--- config.mk ---
export PLATFORM = sky130hd
export DESIGN_NAME = idov_regs
export DESIGN_NICKNAME = d
export VERILOG_FILES = /design/src/shared/idov_pkg.sv /design/src/logic/idov_field.sv /design/src/logic/idov_axi_rd.sv /design/src/logic/idov_regs.sv
export SDC_FILE = /design/constraint.sdc
export NUM_CORES = 1
export LEC_CHECK = 0
export BUFFER_PORTS_ARGS = -buffer_cell sky130_fd_sc_hd__buf_2
export CORE_AREA = 2 2 102 104
export CTS_CLUSTER_DIAMETER = 120
export DETAILED_ROUTE_END_ITERATION = 16
export DIE_AREA = 0 0 104 106
export GPL_ROUTABILITY_DRIVEN = 0
export GPL_TIMING_DRIVEN = 0
export SYNTH_ARGS = -nofsm -noshare
export SYNTH_HDL_FRONTEND = slang
export SYNTH_SLANG_ARGS = --single-unit
--- constraint.sdc ---
create_clock -name clock -period 1.6 [get_ports clock]
set_input_delay 0.08 -clock clock [delete_from_list [all_inputs] [get_ports clock]]
set_output_delay 0.08 -clock clock [all_outputs]
set_load 0.1 [all_outputs]
--- src/shared/idov_pkg.sv ---
// package for the input-detect / over-voltage configuration register block
// assumes an AXI4-Lite master with 32-bit data and byte addressing
package idov_pkg;
    // ==========================================================
    // register indices; each word sits at four times its index, so all are word aligned
    localparam logic [7:0] IDX_PROTECT_CFG = 8'hD3;
    localparam logic [7:0] IDX_RISE_LEVEL = 8'hD4;
    localparam logic [7:0] IDX_OVP_LEVEL = 8'hD5;
    localparam int ADDR_W = 10;
    // ==========================================================
    // register byte addresses
    localparam logic [9:0] ADDR_PROTECT_CFG = {IDX_PROTECT_CFG, 2'h0};
    localparam logic [9:0] ADDR_RISE_LEVEL = {IDX_RISE_LEVEL, 2'h0};
    localparam logic [9:0] ADDR_OVP_LEVEL = {IDX_OVP_LEVEL, 2'h0};
    localparam int DATA_W = 32;
    // ==========================================================
    // field positions
    localparam int PROT_EN_BIT = 7;
    localparam int REG_SEL_BIT = 6;
    localparam int DET_EN_BIT = 5;
    localparam int LEVEL5_W = 5;
    localparam int LEVEL6_W = 6;
    // ==========================================================
    // reset values
    localparam logic [7:0] RST_PROTECT_CFG = 8'h20;
    localparam logic [7:0] RST_RISE_LEVEL = 8'h03;
    localparam logic [7:0] RST_OVP_LEVEL = 8'h3F;
    // ==========================================================
    // AXI responses
    localparam logic [1:0] RESP_OKAY = 2'h0;
    localparam logic [1:0] RESP_SLVERR = 2'h2;
endpackage : idov_pkg

--- src/logic/idov_field.sv ---
// one byte-wide configuration register with a writable low field
// assumes write strobe and data come from the bus slave on the same clock
`timescale 1ns/1ps
`default_nettype none
module idov_field #(
    parameter int WIDTH = 8,
    parameter logic [7:0] RESET_VAL = 8'h00
) (
    // clock and reset
    input wire logic clock,
    input wire logic reset,
    // write side
    input wire logic wr_en,
    input wire logic [7:0] wr_data,
    // stored value, upper bits zero
    output logic [7:0] value
);
    typedef struct packed {
        logic [WIDTH-1:0] field;
    } idov_field_st_t;

    idov_field_st_t st_ff;
    idov_field_st_t nxt_st;

    always_comb begin
        nxt_st = st_ff;
        // every written code is kept unchanged
        if (wr_en) begin
            nxt_st.field = wr_data[WIDTH-1:0];
        end
    end

    always_ff @(posedge clock or posedge reset) begin
        if (reset) begin
            st_ff.field <= RESET_VAL[WIDTH-1:0];
        end else begin
            st_ff <= nxt_st;
        end
    end

    generate
        if (WIDTH < 8) begin : g_pad
            // bits above the field are not stored and read zero
            assign value = {{(8-WIDTH){1'b0}}, st_ff.field};
        end else begin : g_full
            assign value = st_ff.field;
        end
    endgenerate
endmodule : idov_field
`default_nettype wire

--- src/logic/idov_axi_rd.sv ---
// read-data multiplexer for the configuration registers
// assumes register values are stable in the cycle the read address is taken
`timescale 1ns/1ps
`default_nettype none
module idov_axi_rd (
    // request
    input wire logic [9:0] addr,
    // register values
    input wire logic [7:0] protect_cfg,
    input wire logic [7:0] rise_level,
    input wire logic [7:0] ovp_level,
    // answer
    output logic [31:0] data,
    output logic [1:0] resp
);
    always_comb begin
        data = 32'h0000_0000;
        resp = idov_pkg::RESP_OKAY;
        case (addr)
            idov_pkg::ADDR_PROTECT_CFG: data = {24'h00_0000, protect_cfg};
            idov_pkg::ADDR_RISE_LEVEL: data = {24'h00_0000, rise_level};
            idov_pkg::ADDR_OVP_LEVEL: data = {24'h00_0000, ovp_level};
            default: resp = idov_pkg::RESP_SLVERR;
        endcase
    end
endmodule : idov_axi_rd
`default_nettype wire

--- src/logic/idov_regs.sv ---
// input-detect and second over-voltage configuration registers, AXI4-Lite slave
// assumes a single clock; analog comparators read the level outputs directly
//
// Contract
// - bit 7 of the protection config enables input voltage protection, reset 0.
// - bit 6 of the protection config selects regulation in place of protection, reset 0.
// - bit 5 of the protection config enables the input voltage detector, reset 1.
// - bits 4:0 of the protection config hold the falling level, 2.7V plus 0.2V per code, reset 0.
// - bits 4:0 of the rise register hold the rising level, 2.8V plus 0.2V per code, reset 3.
// - bits 7:5 of the rise register and 7:6 of the over-voltage register ignore writes, read 0.
// - bits 5:0 of the over-voltage register hold the second over-voltage level code.
// - the rise register sits at 0xD4 and resets to 0x03.
// - the over-voltage register sits at 0xD5 and resets to 0x3F.
//
// Register access over AXI4-Lite was left to the implementer.
`timescale 1ns/1ps
`default_nettype none
module idov_regs (
    // clock and reset
    input wire logic clock,
    input wire logic reset,
    // axi write address
    input wire logic [9:0] s_axi_awaddr,
    input wire logic s_axi_awvalid,
    output logic s_axi_awready,
    // axi write data
    input wire logic [31:0] s_axi_wdata,
    input wire logic [3:0] s_axi_wstrb,
    input wire logic s_axi_wvalid,
    output logic s_axi_wready,
    // axi write response
    output logic [1:0] s_axi_bresp,
    output logic s_axi_bvalid,
    input wire logic s_axi_bready,
    // axi read address
    input wire logic [9:0] s_axi_araddr,
    input wire logic s_axi_arvalid,
    output logic s_axi_arready,
    // axi read data
    output logic [31:0] s_axi_rdata,
    output logic [1:0] s_axi_rresp,
    output logic s_axi_rvalid,
    input wire logic s_axi_rready,
    // analog configuration
    output logic input_protect_enable,
    output logic input_regulation_select,
    output logic input_detector_enable,
    output logic [4:0] detector_falling_level,
    output logic [4:0] detector_rising_level,
    output logic [5:0] second_overvoltage_level
);
    // ==========================================================
    // state
    typedef struct packed {
        logic aw_held;
        logic [9:0] aw_addr;
        logic aw_rdy;
        logic w_rdy;
        logic ar_rdy;
        logic w_held;
        logic [7:0] w_data;
        logic w_lane0;
        logic bvalid;
        logic [1:0] bresp;
        logic rvalid;
        logic [31:0] rdata;
        logic [1:0] rresp;
        logic [7:0] protect_cfg;
    } idov_regs_st_t;

    idov_regs_st_t st_ff;
    idov_regs_st_t nxt_st;

    logic [7:0] rise_value;
    logic [7:0] ovp_value;
    logic [31:0] rd_data;
    logic [1:0] rd_resp;
    logic wr_fire;
    logic wr_lane_ok;
    logic wr_rise;
    logic wr_ovp;

    // ==========================================================
    // write decode
    // address and data may arrive in either order; the write commits once both are held and no write response is pending
    assign wr_fire = st_ff.aw_held && st_ff.w_held && !st_ff.bvalid;
    // byte lane 0 carries the whole register; other lanes alone change nothing
    assign wr_lane_ok = wr_fire && st_ff.w_lane0;
    assign wr_rise = wr_lane_ok && (st_ff.aw_addr == idov_pkg::ADDR_RISE_LEVEL);
    assign wr_ovp = wr_lane_ok && (st_ff.aw_addr == idov_pkg::ADDR_OVP_LEVEL);

    // ==========================================================
    // level registers
    idov_field #(
        .WIDTH(idov_pkg::LEVEL5_W),
        .RESET_VAL(idov_pkg::RST_RISE_LEVEL)
    ) u_rise (
        .clock(clock),
        .reset(reset),
        .wr_en(wr_rise),
        .wr_data(st_ff.w_data),
        .value(rise_value)
    );

    idov_field #(
        .WIDTH(idov_pkg::LEVEL6_W),
        .RESET_VAL(idov_pkg::RST_OVP_LEVEL)
    ) u_ovp (
        .clock(clock),
        .reset(reset),
        .wr_en(wr_ovp),
        .wr_data(st_ff.w_data),
        .value(ovp_value)
    );

    idov_axi_rd u_rd (
        .addr(s_axi_araddr),
        .protect_cfg(st_ff.protect_cfg),
        .rise_level(rise_value),
        .ovp_level(ovp_value),
        .data(rd_data),
        .resp(rd_resp)
    );

    // ==========================================================
    // next state
    always_comb begin
        nxt_st = st_ff;
        // write address capture
        if (s_axi_awvalid && !st_ff.aw_held) begin
            nxt_st.aw_held = 1'b1;
            nxt_st.aw_addr = s_axi_awaddr;
        end
        // write data capture
        if (s_axi_wvalid && !st_ff.w_held) begin
            nxt_st.w_held = 1'b1;
            nxt_st.w_data = s_axi_wdata[7:0];
            nxt_st.w_lane0 = s_axi_wstrb[0];
        end
        // commit and answer
        if (wr_fire) begin
            nxt_st.aw_held = 1'b0;
            nxt_st.w_held = 1'b0;
            nxt_st.bvalid = 1'b1;
            case (st_ff.aw_addr)
                idov_pkg::ADDR_PROTECT_CFG,
                idov_pkg::ADDR_RISE_LEVEL,
                idov_pkg::ADDR_OVP_LEVEL: nxt_st.bresp = idov_pkg::RESP_OKAY;
                default: nxt_st.bresp = idov_pkg::RESP_SLVERR;
            endcase
            if (wr_lane_ok && (st_ff.aw_addr == idov_pkg::ADDR_PROTECT_CFG)) begin
                // all eight bits are implemented here
                nxt_st.protect_cfg = st_ff.w_data;
            end
        end
        if (st_ff.bvalid && s_axi_bready) begin
            nxt_st.bvalid = 1'b0;
        end
        // read: one cycle from the address handshake to rvalid
        if (s_axi_arvalid && !st_ff.rvalid) begin
            nxt_st.rvalid = 1'b1;
            nxt_st.rdata = rd_data;
            nxt_st.rresp = rd_resp;
        end else if (st_ff.rvalid && s_axi_rready) begin
            nxt_st.rvalid = 1'b0;
        end
        // readies are registered so the ports come straight from flops
        nxt_st.aw_rdy = !nxt_st.aw_held;
        nxt_st.w_rdy = !nxt_st.w_held;
        nxt_st.ar_rdy = !nxt_st.rvalid;
    end

    always_ff @(posedge clock or posedge reset) begin
        if (reset) begin
            st_ff.aw_held <= 1'b0;
            st_ff.aw_addr <= 10'h000;
            st_ff.aw_rdy <= 1'b1;
            st_ff.w_rdy <= 1'b1;
            st_ff.ar_rdy <= 1'b1;
            st_ff.w_held <= 1'b0;
            st_ff.w_data <= 8'h00;
            st_ff.w_lane0 <= 1'b0;
            st_ff.bvalid <= 1'b0;
            st_ff.bresp <= idov_pkg::RESP_OKAY;
            st_ff.rvalid <= 1'b0;
            st_ff.rdata <= 32'h0000_0000;
            st_ff.rresp <= idov_pkg::RESP_OKAY;
            st_ff.protect_cfg <= idov_pkg::RST_PROTECT_CFG;
        end else begin
            st_ff <= nxt_st;
        end
    end

    // ==========================================================
    // outputs, all from flip-flops
    // ready is a flop: it drops once a beat is held, so no second beat slips in
    assign s_axi_awready = st_ff.aw_rdy;
    assign s_axi_wready = st_ff.w_rdy;
    assign s_axi_bvalid = st_ff.bvalid;
    assign s_axi_bresp = st_ff.bresp;
    assign s_axi_arready = st_ff.ar_rdy;
    assign s_axi_rvalid = st_ff.rvalid;
    assign s_axi_rdata = st_ff.rdata;
    assign s_axi_rresp = st_ff.rresp;

    assign input_protect_enable = st_ff.protect_cfg[idov_pkg::PROT_EN_BIT];
    assign input_regulation_select = st_ff.protect_cfg[idov_pkg::REG_SEL_BIT];
    assign input_detector_enable = st_ff.protect_cfg[idov_pkg::DET_EN_BIT];
    assign detector_falling_level = st_ff.protect_cfg[idov_pkg::LEVEL5_W-1:0];
    assign detector_rising_level = rise_value[idov_pkg::LEVEL5_W-1:0];
    assign second_overvoltage_level = ovp_value[idov_pkg::LEVEL6_W-1:0];
endmodule : idov_regs
`default_nettype wire

==> run_results.csv, run 1 <==
group,metric,value,unit
global_routing,antenna_found_initial,0,
clock_network,htree_levels,2,
layout,fin_util,0.360,
worst_setup_path,critPathCapture,"detector_falling_level[2]",
synth,synthMuxAreaShare,0.184,
layout,nNetsFinal,394,
synth,yosysTopAreaCell,"dfrtp_1",
worst_setup_path,cpMaxStageDelayCell,"and4bb_2",
power_and_ir_drop,switching_share,0.399,
detailed_routing,post-route-drc-count,0,
sta,setup_viol,0,
floorplanning,io_pins,123,
global_routing,groute.usage.overall,0.105,
worst_hold_path,whs_path_depth,2,
power_and_ir_drop,pwr_density_cell,1260,nW/um2
floorplanning,die_area,11000,um2
detailed_routing,routed_via_density,3.94,
worst_setup_path,critPathRequiredTime,1.80,ns
power_and_ir_drop,peakVddDrop,1390,uV
layout,layout_commonest_cell,"buf_2",
placed_design,hpwl,4460,um
power_and_ir_drop,p_int,2.72,mW
power_and_ir_drop,report.power.total,4.52,mW
clock_network,cts-buffers-inserted,5,
sta,tns,0,ns
worst_setup_path,regToRegEndpoint,"detector_falling_level[2]",
sta,worst_slew_pin_slew,0.616,ns
detailed_routing,wl_per_cell,12.2,um
clock_network,clock_path_buffers,2,
layout,syn_to_final_growth,33.7,%
layout,fin_area,3600,um2
synth,yosys_warnings,0,
synth,synth-async-reset-ratio,1.00,
synth,synth-seq-cells,55,
sta,relSlewSlack,0.583,
power_and_ir_drop,p_leak,1.83,nW
worst_setup_path,worstPathArrival,1.69,ns
placed_design,portBuffers,68,
synth,yosys.area_share.simple,0.120,
placed_design,place_ws,-0.0389,ns
worst_setup_path,critPathMaxStageDelay,0.42,ns
sta,rsz0062_at_grt,"false",
clock_network,cts_tree,"yes",
power_and_ir_drop,p_comb_frac,0.370,
floorplanning,fp.dieH,106,um
worst_setup_path,worst_setup_path_start_kind,"register",
sta,fmax,0.669,GHz
worst_setup_path,cp-startpoint,"st_ff[66]",
layout,drive_gt1_frac,0.569,
synth,synth_area_per_cell,12.6,um2
synth,synth.top_cell.area_share,0.400,
sta,worst_slack,0.106,ns
layout,fillCellCount,1039,
worst_setup_path,r2r_cells,3,
worst_hold_path,hold_class,"input pin to register",
floorplanning,die_w,104,um
worst_setup_path,crit_chain,"and4bb_2 > nand4_4 > mux2_2",
clock_network,cts.sinks,55,
sta,min_period_over_period,0.934,
placed_design,place_area,3330,um2
worst_setup_path,r2r_start,"st_ff[66]",
synth,synth_edf_count,0,
detailed_routing,drtIter0Drc,86,
synth,synth_xor_area_frac,0,
power_and_ir_drop,p_sw,1.80,mW
clock_network,clk_pin_slew,0.10,ns
synth,yosysSeqAreaShare,0.517,
layout,diodes,0,
worst_setup_path,worst_setup_path_end_kind,"register",
detailed_routing,routed_wl,5690,um
sta,skew,0.00756,ns
global_routing,grt_max_degree,34,
worst_setup_path,r2r_setup_slack,0.11,ns
detailed_routing,vias,1844,
outcome,status,"complete, no violations",
power_and_ir_drop,pwr-share-seq,0.445,
clock_network,clkLatencyLatePin,0.30,ns
detailed_routing,ant_nets,0,
synth,synth_cells,214,
global_routing,grt_overflow,0,
synth,synthTopCellsByArea,"dfrtp_1 40%, mux2_2 18%, dfstp_2 12%",
floorplanning,initial_core_util,0.269,
global_routing,grt_pass1_wl,9180,um
clock_network,cts_root_buf,"clkbuf_8",
floorplanning,coreArea,10000,um2
synth,synth_compound_area_frac,0.0353,
synth,synth_ff_type,"dfrtp_1",
global_routing,grt_pass1_vias,1818,
sta,fin_crit,1.49,ns
worst_setup_path,cp_num_buf_inv,0,
worst_setup_path,path_class,"register to register",
detailed_routing,drt_first_pass_iters,3,
power_and_ir_drop,power_frac_clock,0.184,
synth,synth_fa_ha_area_frac,0,
synth,ys_types,29,
sta,report.final.hold_viol_count,0,
run,cap_violations,0,
layout,layout_common_cells,"70 x buf_2, 44 x mux2_2, 42 x buf_4, 41 x dfrtp_1, 26 x conb_1",
worst_setup_path,crit_fanout,8,
sta,drv_slew,0,
synth,synth_top_family_by_area,"multiplexers",
worst_setup_path,crit_family,"simple AND/OR/NAND/NOR gates",
worst_setup_path,cp.depth,3,
synth,netlist_area,2690,um2
floorplanning,core.rowCount,37,
[synthesized netlist by cell type, drive strengths merged, types with 3 or more instances]
cell type and instances:
clkbuf 3, nor2 5, buf 44, mux2 44, o211ai 6, nand4 8
o21ai 3, inv 13, dfrtp 43, dfstp 12, nor2b 4, nand2 8
and3b 5
[repair_timing]
action                                 4_1_cts  5_1_grt
buffers inserted                             0        1
setup endpoints to repair                    5        7
resized for setup                            1        0
pin swaps                                    0        1
endpoints found under the hold margin       29        6
hold buffers                                 9        6
[routing by layer]
metal | global-route usage | part of all wire | vias to the layer above
met1 | 0.122 | 0.42 | 871
met2 | 0.187 | 0.49 | 68
li1 | - | - | 900
met3 | 0.0349 | 0.075 | 5
met5 | 0 | 0 | -
met4 | 0.0261 | 0.0074 | 0
[how the worst min path moves through the flow]
stage / slack [ns] / end / startpoint
after floorplan: 0.17 / s_axi_bvalid / s_axi_bready
after global placement: 0.26 / s_axi_bvalid / s_axi_bready
after detailed placement: 0.14 / st_ff[54] / reset
after CTS: 0.0003 / st_ff[59] / s_axi_awaddr[0]
after global routing: 0.003 / st_ff[51] / s_axi_wdata[4]
final: 0.01 / st_ff[47] / s_axi_wdata[0]
[layout make-up]
class                      count  area (um2)  share of cell area
buffer                        47         342              0.0950
clock buffer                   8         100              0.0278
inverter                      13        48.8              0.0136
multi-input combinational    124        1020               0.285
sequential                    55        1390               0.387
tap                          136         170              0.0473
timing repair buffer          85         518               0.144
[registers in the layout (all words and copies together), names as in the netlist]
| name | flops |
|---|---|
| s_axi_bvalid | 1 |
| s_axi_rvalid | 1 |
| input_detector_enable | 1 |
| s_axi_awready | 1 |
| input_protect_enable | 1 |
| s_axi_wready | 1 |
| s_axi_rdata | 8 |
| u_ovp.st_ff | 6 |
| input_regulation_select | 1 |
| s_axi_arready | 1 |
| detector_falling_level | 5 |
| st_ff | 21 |
| s_axi_rresp | 1 |
| u_rise.st_ff | 5 |
| s_axi_bresp | 1 |
[power by group through the flow]
stage,combinational [mW],sequential (mW),clock (mW)
6_report,1.67,2.01,0.834
5_1_grt,1.78,2.06,0.931
4_1_cts,1.66,2.01,0.868
3_5_place_dp,1.64,2.04,0
3_3_place_gp,1.61,2.01,0
2_1_floorplan,1.01,2.39,0
[worst reg2reg max path: stages (launching register included)]
cell,delay (ns)
dfrtp_1,0.38
and4bb_2,0.42
nand4_4,0.24
mux2_2,0.35
[through the flow]
step                      instances  hold WS [ns]
after global placement          443         0.256
after CTS                       461      0.000331
after detailed placement        444         0.137
final                           468       0.00968
after floorplan                 239         0.173
after global routing            468       0.00280
[cell families after synthesis]
family | after synthesis
muxes | 44
and+or+nand+nor | 40
DFF | 55
other | 1
AOI/OAI and AO/OA | 14
buffers and inverters | 60
Power figures use the tool's default switching activity.
==> run 2, diff against run 1 <==
--- a/config.mk
+++ b/config.mk
@@ -5,11 +5,12 @@
 export SDC_FILE = /design/constraint.sdc
 export NUM_CORES = 1
 export LEC_CHECK = 0
+export ABC_AREA = 1
 export BUFFER_PORTS_ARGS = -buffer_cell sky130_fd_sc_hd__buf_2
-export CORE_AREA = 2 2 102 104
-export CTS_CLUSTER_DIAMETER = 120
+export CORE_AREA = 2 2 103 105
+export CTS_CLUSTER_DIAMETER = 80
 export DETAILED_ROUTE_END_ITERATION = 16
-export DIE_AREA = 0 0 104 106
+export DIE_AREA = 0 0 105 107
 export GPL_ROUTABILITY_DRIVEN = 0
 export GPL_TIMING_DRIVEN = 0
 export SYNTH_ARGS = -nofsm -noshare
==> run 2 against run 1 <==
  * Setup slack gained 0.086 ns
  * Non-clock buffer count up 2
  * First-iteration DRC count is 21% lower
  * Register-to-register slack better by 0.16 ns
  * Via count up 24%
  * Largest cell class unchanged
  * Highest routed layer unchanged
==> run_results.csv, run 2 <==
group,metric,value,unit
global_routing,grt_max_degree,34,
layout,syn_to_final_growth,32.8,%
floorplanning,die_area,11200,um2
clock_network,htree_levels,2,
layout,layout_common_cells,"91 x nand2_1, 70 x buf_2, 42 x buf_4, 41 x dfrtp_1, 27 x inv_1",
power_and_ir_drop,p_int,2.54,mW
outcome,status,"complete, no violations",
worst_setup_path,cpMaxStageDelayCell,"dfstp_2",
worst_setup_path,regToRegEndpoint,"input_regulation_select",
sta,drv_slew,0,
placed_design,hpwl,4920,um
power_and_ir_drop,pwr_density_cell,1230,nW/um2
global_routing,grt_overflow,0,
power_and_ir_drop,peakVddDrop,1580,uV
global_routing,grt_pass1_wl,10600,um
layout,diodes,0,
worst_setup_path,worst_setup_path_start_kind,"register",
power_and_ir_drop,p_leak,2.01,nW
worst_setup_path,crit_family,"flip-flops",
detailed_routing,routed_via_density,4.00,
detailed_routing,post-route-drc-count,0,
worst_hold_path,whs_path_depth,3,
worst_setup_path,r2r_cells,7,
worst_setup_path,r2r_start,"st_ff[66]",
placed_design,place_ws,0.261,ns
power_and_ir_drop,power_frac_clock,0.175,
detailed_routing,ant_nets,0,
synth,synth-async-reset-ratio,1.00,
worst_setup_path,critPathRequiredTime,1.52,ns
floorplanning,fp.dieH,107,um
synth,ys_types,28,
worst_setup_path,worstPathArrival,1.33,ns
synth,yosysTopAreaCell,"dfrtp_1",
layout,drive_gt1_frac,0.368,
synth,synth_ff_type,"dfrtp_1",
sta,relSlewSlack,0.646,
clock_network,clk_pin_slew,0.11,ns
placed_design,place_area,3410,um2
sta,worst_slew_pin_slew,0.529,ns
synth,synth-seq-cells,55,
sta,fin_hold_ws,0.0117,ns
worst_setup_path,worst_setup_path_end_kind,"output pin",
floorplanning,core.rowCount,37,
power_and_ir_drop,pwr-share-seq,0.438,
detailed_routing,drtIter0Drc,68,
run,cap_violations,0,
clock_network,cts_resized,0,
synth,synth_area_per_cell,8.83,um2
layout,layout_commonest_cell,"nand2_1",
worst_setup_path,critPathMaxStageDelay,0.57,ns
sta,setup_viol,0,
clock_network,clkLatencyLatePin,0.32,ns
worst_setup_path,crit_fanout,3,
synth,yosysSeqAreaShare,0.500,
worst_hold_path,hp-start,"s_axi_awaddr[1]",
synth,synthTopCellsByArea,"dfrtp_1 39%, nand2_1 12%, dfstp_2 11%",
detailed_routing,wl_per_cell,11.0,um
sta,skew,0.0119,ns
worst_hold_path,hold-path-endpoint,"st_ff[60]",
layout,fillCellCount,1080,
detailed_routing,vias,2291,
power_and_ir_drop,switching_share,0.444,
worst_setup_path,path_class,"register to output pin",
sta,min_period_over_period,0.880,
floorplanning,initial_core_util,0.276,
worst_setup_path,cp_num_buf_inv,1,
sta,fmax,0.710,GHz
power_and_ir_drop,p_sw,2.03,mW
synth,synth_cells,315,
worst_setup_path,crit_chain,"buf_2",
global_routing,antenna_found_initial,0,
clock_network,cts.sinks,55,
sta,report.final.hold_viol_count,0,
clock_network,cts-buffers-inserted,5,
worst_setup_path,cp-startpoint,"u_rise.st_ff[0]",
synth,yosys_warnings,0,
placed_design,portBuffers,69,
synth,synth.top_cell.area_share,0.387,
global_routing,groute.usage.overall,0.117,
sta,worst_slack,0.192,ns
floorplanning,io_pins,123,
synth,synth.most_common_cell,"nand2_1",
clock_network,clock_path_buffers,2,
sta,fin_crit,1.41,ns
layout,top_register,"st_ff",
layout,nNetsFinal,499,
sta,rsz0062_at_grt,"false",
floorplanning,coreArea,10100,um2
floorplanning,die_w,105,um
power_and_ir_drop,p_comb_frac,0.388,
synth,netlist_area,2780,um2
worst_hold_path,hold_class,"input pin to register",
detailed_routing,routed_wl,6310,um
synth,ys_top_cells_by_count,"91 x nand2_1, 43 x dfrtp_1, 42 x buf_4",
detailed_routing,drt_first_pass_iters,4,
global_routing,grt_pass1_vias,2258,
worst_setup_path,r2r_setup_slack,0.27,ns
clock_network,cts_tree,"yes",
layout,largest_reg_flops,21,
layout,fin_area,3690,um2
synth,synth_edf_count,0,
clock_network,cts_root_buf,"clkbuf_8",
[run 2: how the worst max path moves through the flow]
| stage | end | cells past startpoint |
|---|---|---|
| CTS | detector_rising_level[0] | 1 |
| global placement | s_axi_rvalid | 2 |
| global route | u_ovp.st_ff[0] | 6 |
| detailed placement | input_regulation_select | 7 |
| floorplan | s_axi_bvalid | 1 |
| finish | detector_rising_level[0] | 1 |
[run 2: cells by family (layout without fill, tap and decap cells)]
| group | Yosys count | in the layout | share of synthesized area |
|---|---|---|---|
| DFF | 55 | 55 | 0.500 |
| buffers and inverters | 76 | 173 | 0.163 |
| other | 1 | 26 | 0.00135 |
| AOI/OAI and AO/OA | 19 | 19 | 0.0387 |
| muxes | 11 | 11 | 0.0445 |
| and+or+nand+nor | 153 | 153 | 0.252 |
[run 2: power by group through the flow]
stage          clock network [mW]  logic (mW)  registers, mW
3_5_place_dp                    0        1.74           2.02
6_report                    0.797        1.77           2.00
5_1_grt                     0.889        1.91           2.05
2_1_floorplan                   0        1.15           2.32
3_3_place_gp                    0        1.70           2.01
4_1_cts                     0.831        1.78           2.00
[run 2: repair_timing]
| action | in CTS | in global routing |
|---|---|---|
| hold endpoints to repair | 38 | 0 |
| hold buffers | 19 | 0 |
| buffers inserted | 0 | 0 |
[run 2: layout make-up]
class | instances | area (um2) | share of cell area
Multi-Input combinational cell | 209 | 1030 | 0.279
Clock buffer | 5 | 68.8 | 0.0186
Timing Repair Buffer | 89 | 556 | 0.150
Sequential cell | 55 | 1390 | 0.377
Tap cell | 136 | 170 | 0.0461
Inverter | 31 | 119 | 0.0322
Clock inverter | 3 | 22.5 | 0.00610
Buffer | 45 | 335 | 0.0908
[run 2: per-stage QoR]
step                power, mW  setup TNS, ns  cells   util
floorplan                3.47              0    340      -
global placement         3.71         -20.52    545  0.336
detailed placement       3.77              0    546  0.338
CTS                      4.61              0    573  0.366
global route             4.84              0    573  0.366
finish                   4.56              0    573  0.366
[run 2: metal layers]
layer,up-vias,wire length [um],GRT usage
li1,1177,-,-
met1,1025,2860,0.144
met2,81,2950,0.201
met3,8,441,0.0334
met4,0,54,0.0324
met5,-,0,0
==> run 3, diff against run 2 <==
--- a/config.mk
+++ b/config.mk
@@ -13,6 +13,7 @@
 export DIE_AREA = 0 0 105 107
 export GPL_ROUTABILITY_DRIVEN = 0
 export GPL_TIMING_DRIVEN = 0
+export RECOVER_POWER = 50
 export SYNTH_ARGS = -nofsm -noshare
 export SYNTH_HDL_FRONTEND = slang
 export SYNTH_SLANG_ARGS = --single-unit
==> run 3 against run 2 <==
  * Sequential share of layout area grew 0.064 points
  * Critical path type unchanged
  * Register-to-register slack hardly changed
  * Final area is 0.17% lower
  * Clock-buffer cell count unchanged
  * Via count decreased by 0.26%
  * Clock skew increased by 0.00093 ns
  * Combinational power about the same
  * Clock power shrank 0.5%
  * Flip-flop and latch count stayed put
  * Routed wire length is 0.38% higher
  * Cell count unchanged
  * Global-route usage did not move
==> run_results.csv, run 3 (synthesis results as in run 2) <==
group,metric,value,unit
outcome,status,"complete, no violations",
sta,fin_hold_ws,0.0157,ns
floorplanning,initial_core_util,0.276,
layout,syn_to_final_growth,32.6,%
worst_hold_path,whs_path_depth,3,
clock_network,clkLatencyLatePin,0.32,ns
power_and_ir_drop,power_frac_clock,0.174,
layout,fin_cells,573,
global_routing,grt_max_degree,34,
power_and_ir_drop,p_sw,2.02,mW
placed_design,hpwl,4920,um
global_routing,grt_pass1_wl,10600,um
worst_hold_path,hold-path-endpoint,"st_ff[60]",
floorplanning,die_area,11200,um2
power_and_ir_drop,p_comb_frac,0.387,
worst_setup_path,worstPathArrival,1.32,ns
floorplanning,io_pins,123,
detailed_routing,ant_nets,0,
power_and_ir_drop,pwr-share-seq,0.439,
clock_network,clk_pin_slew,0.11,ns
layout,fin_area,3690,um2
detailed_routing,drt_first_pass_iters,5,
power_and_ir_drop,p_int,2.53,mW
layout,diodes,0,
sta,tns,0,ns
worst_setup_path,worst_setup_path_end_kind,"output pin",
power_and_ir_drop,report.power.total,4.55,mW
worst_setup_path,r2r_setup_slack,0.26,ns
detailed_routing,wl_per_cell,11.0,um
sta,skew,0.0128,ns
detailed_routing,vias,2285,
detailed_routing,routed_via_density,3.99,
run,cap_violations,0,
power_and_ir_drop,peakVddDrop,1580,uV
sta,setup_viol,0,
sta,drv_slew,0,
worst_hold_path,hold_class,"input pin to register",
worst_setup_path,critPathRequiredTime,1.52,ns
worst_hold_path,hp-start,"s_axi_awaddr[1]",
floorplanning,coreArea,10100,um2
global_routing,grt_overflow,0,
layout,layout_commonest_cell,"nand2_1",
detailed_routing,drtIter0Drc,57,
floorplanning,die_w,105,um
clock_network,ctsHoldBuffers,19,
floorplanning,fp.dieH,107,um
clock_network,post_cts_buffers,0,
worst_setup_path,cp_num_buf_inv,1,
worst_setup_path,crit_family,"flip-flops",
worst_setup_path,critPathMaxStageDelay,0.58,ns
clock_network,cts.sinks,55,
global_routing,groute.usage.overall,0.117,
worst_setup_path,crit_chain,"buf_2",
worst_setup_path,worst_setup_path_start_kind,"register",
worst_setup_path,cpMaxStageDelayCell,"dfstp_2",
global_routing,antenna_found_initial,0,
clock_network,cts-buffers-inserted,5,
worst_setup_path,r2r_start,"st_ff[66]",
power_and_ir_drop,p_leak,2.01,nW
worst_setup_path,path_class,"register to output pin",
layout,top_register,"st_ff",
sta,rsz0062_at_grt,"false",
clock_network,cts_root_buf,"clkbuf_8",
global_routing,grt_pass1_vias,2258,
placed_design,place_area,3410,um2
floorplanning,core.rowCount,37,
sta,worst_slew_pin_slew,0.903,ns
worst_setup_path,r2r_cells,7,
sta,fmax,0.712,GHz
worst_setup_path,cp.depth,1,
sta,fin_crit,1.40,ns
sta,relSlewSlack,0.397,
sta,min_period_over_period,0.878,
sta,report.final.hold_viol_count,0,
layout,largest_reg_flops,21,
worst_setup_path,crit_fanout,3,
clock_network,cts_resized,0,
placed_design,dp_cells,546,
clock_network,htree_levels,2,
power_and_ir_drop,switching_share,0.444,
detailed_routing,post-route-drc-count,0,
clock_network,cts_tree,"yes",
layout,nNetsFinal,499,
detailed_routing,routed_wl,6330,um
power_and_ir_drop,pwr_density_cell,1230,nW/um2
clock_network,clock_path_buffers,2,
worst_setup_path,regToRegEndpoint,"input_regulation_select",
layout,drive_gt1_frac,0.362,
placed_design,portBuffers,69,
layout,layout_common_cells,"92 x nand2_1, 70 x buf_2, 41 x buf_4, 41 x dfrtp_1, 28 x inv_1",
==> run 3: power by group through the flow <==
stage,clock network [mW],logic (mW),registers (mW)
after global placement,0,1.70,2.01
after CTS,0.831,1.78,2.00
final,0.793,1.76,2.00
after global routing,0.889,1.90,2.05
after floorplan,0,1.15,2.32
after detailed placement,0,1.74,2.02
==> run 3: final cells by class <==
type	count	area (um2)
timing repair buffer	89	556
inverter	31	119
clock inverter	3	22.5
multi-input combinational	209	1030
tap	136	170
sequential	55	1390
buffer	45	332
fill	1080	6400
clock buffer	5	68.8
==> run 3: routing by layer <==
| layer | up-vias | GRT usage | share of wire |
|---|---|---|---|
| met5 | - | 0 | 0 |
| met1 | 1019 | 0.144 | 0.45 |
| met2 | 83 | 0.201 | 0.47 |
| li1 | 1175 | - | - |
| met4 | 0 | 0.0324 | 0.0081 |
| met3 | 8 | 0.0334 | 0.068 |
==> run 3: worst max path at each step <==
stage | from | end | slack (ns)
detailed placement | st_ff[66] | input_regulation_select | 0.26
floorplan | reset | s_axi_bvalid | 0.08
finish | u_rise.st_ff[1] | detector_rising_level[1] | 0.20
CTS | u_rise.st_ff[0] | detector_rising_level[0] | 0.17
global placement | reset | s_axi_rvalid | -0.64
global route | st_ff[69] | st_ff[60] | 0.11
==> run 3: tightest hold or removal path, cell delays in order <==
cell and delay (ns):
buf_2 0.08, nor2_1 0.04, a21oi_1 0.10
==> run 3: through the flow <==
step / setup slack (ns) / utilization
floorplan: 0.0784 / -
global placement: -0.639 / 0.336
detailed placement: 0.261 / 0.338
CTS: 0.175 / 0.366
global route: 0.108 / 0.365
finish: 0.195 / 0.365
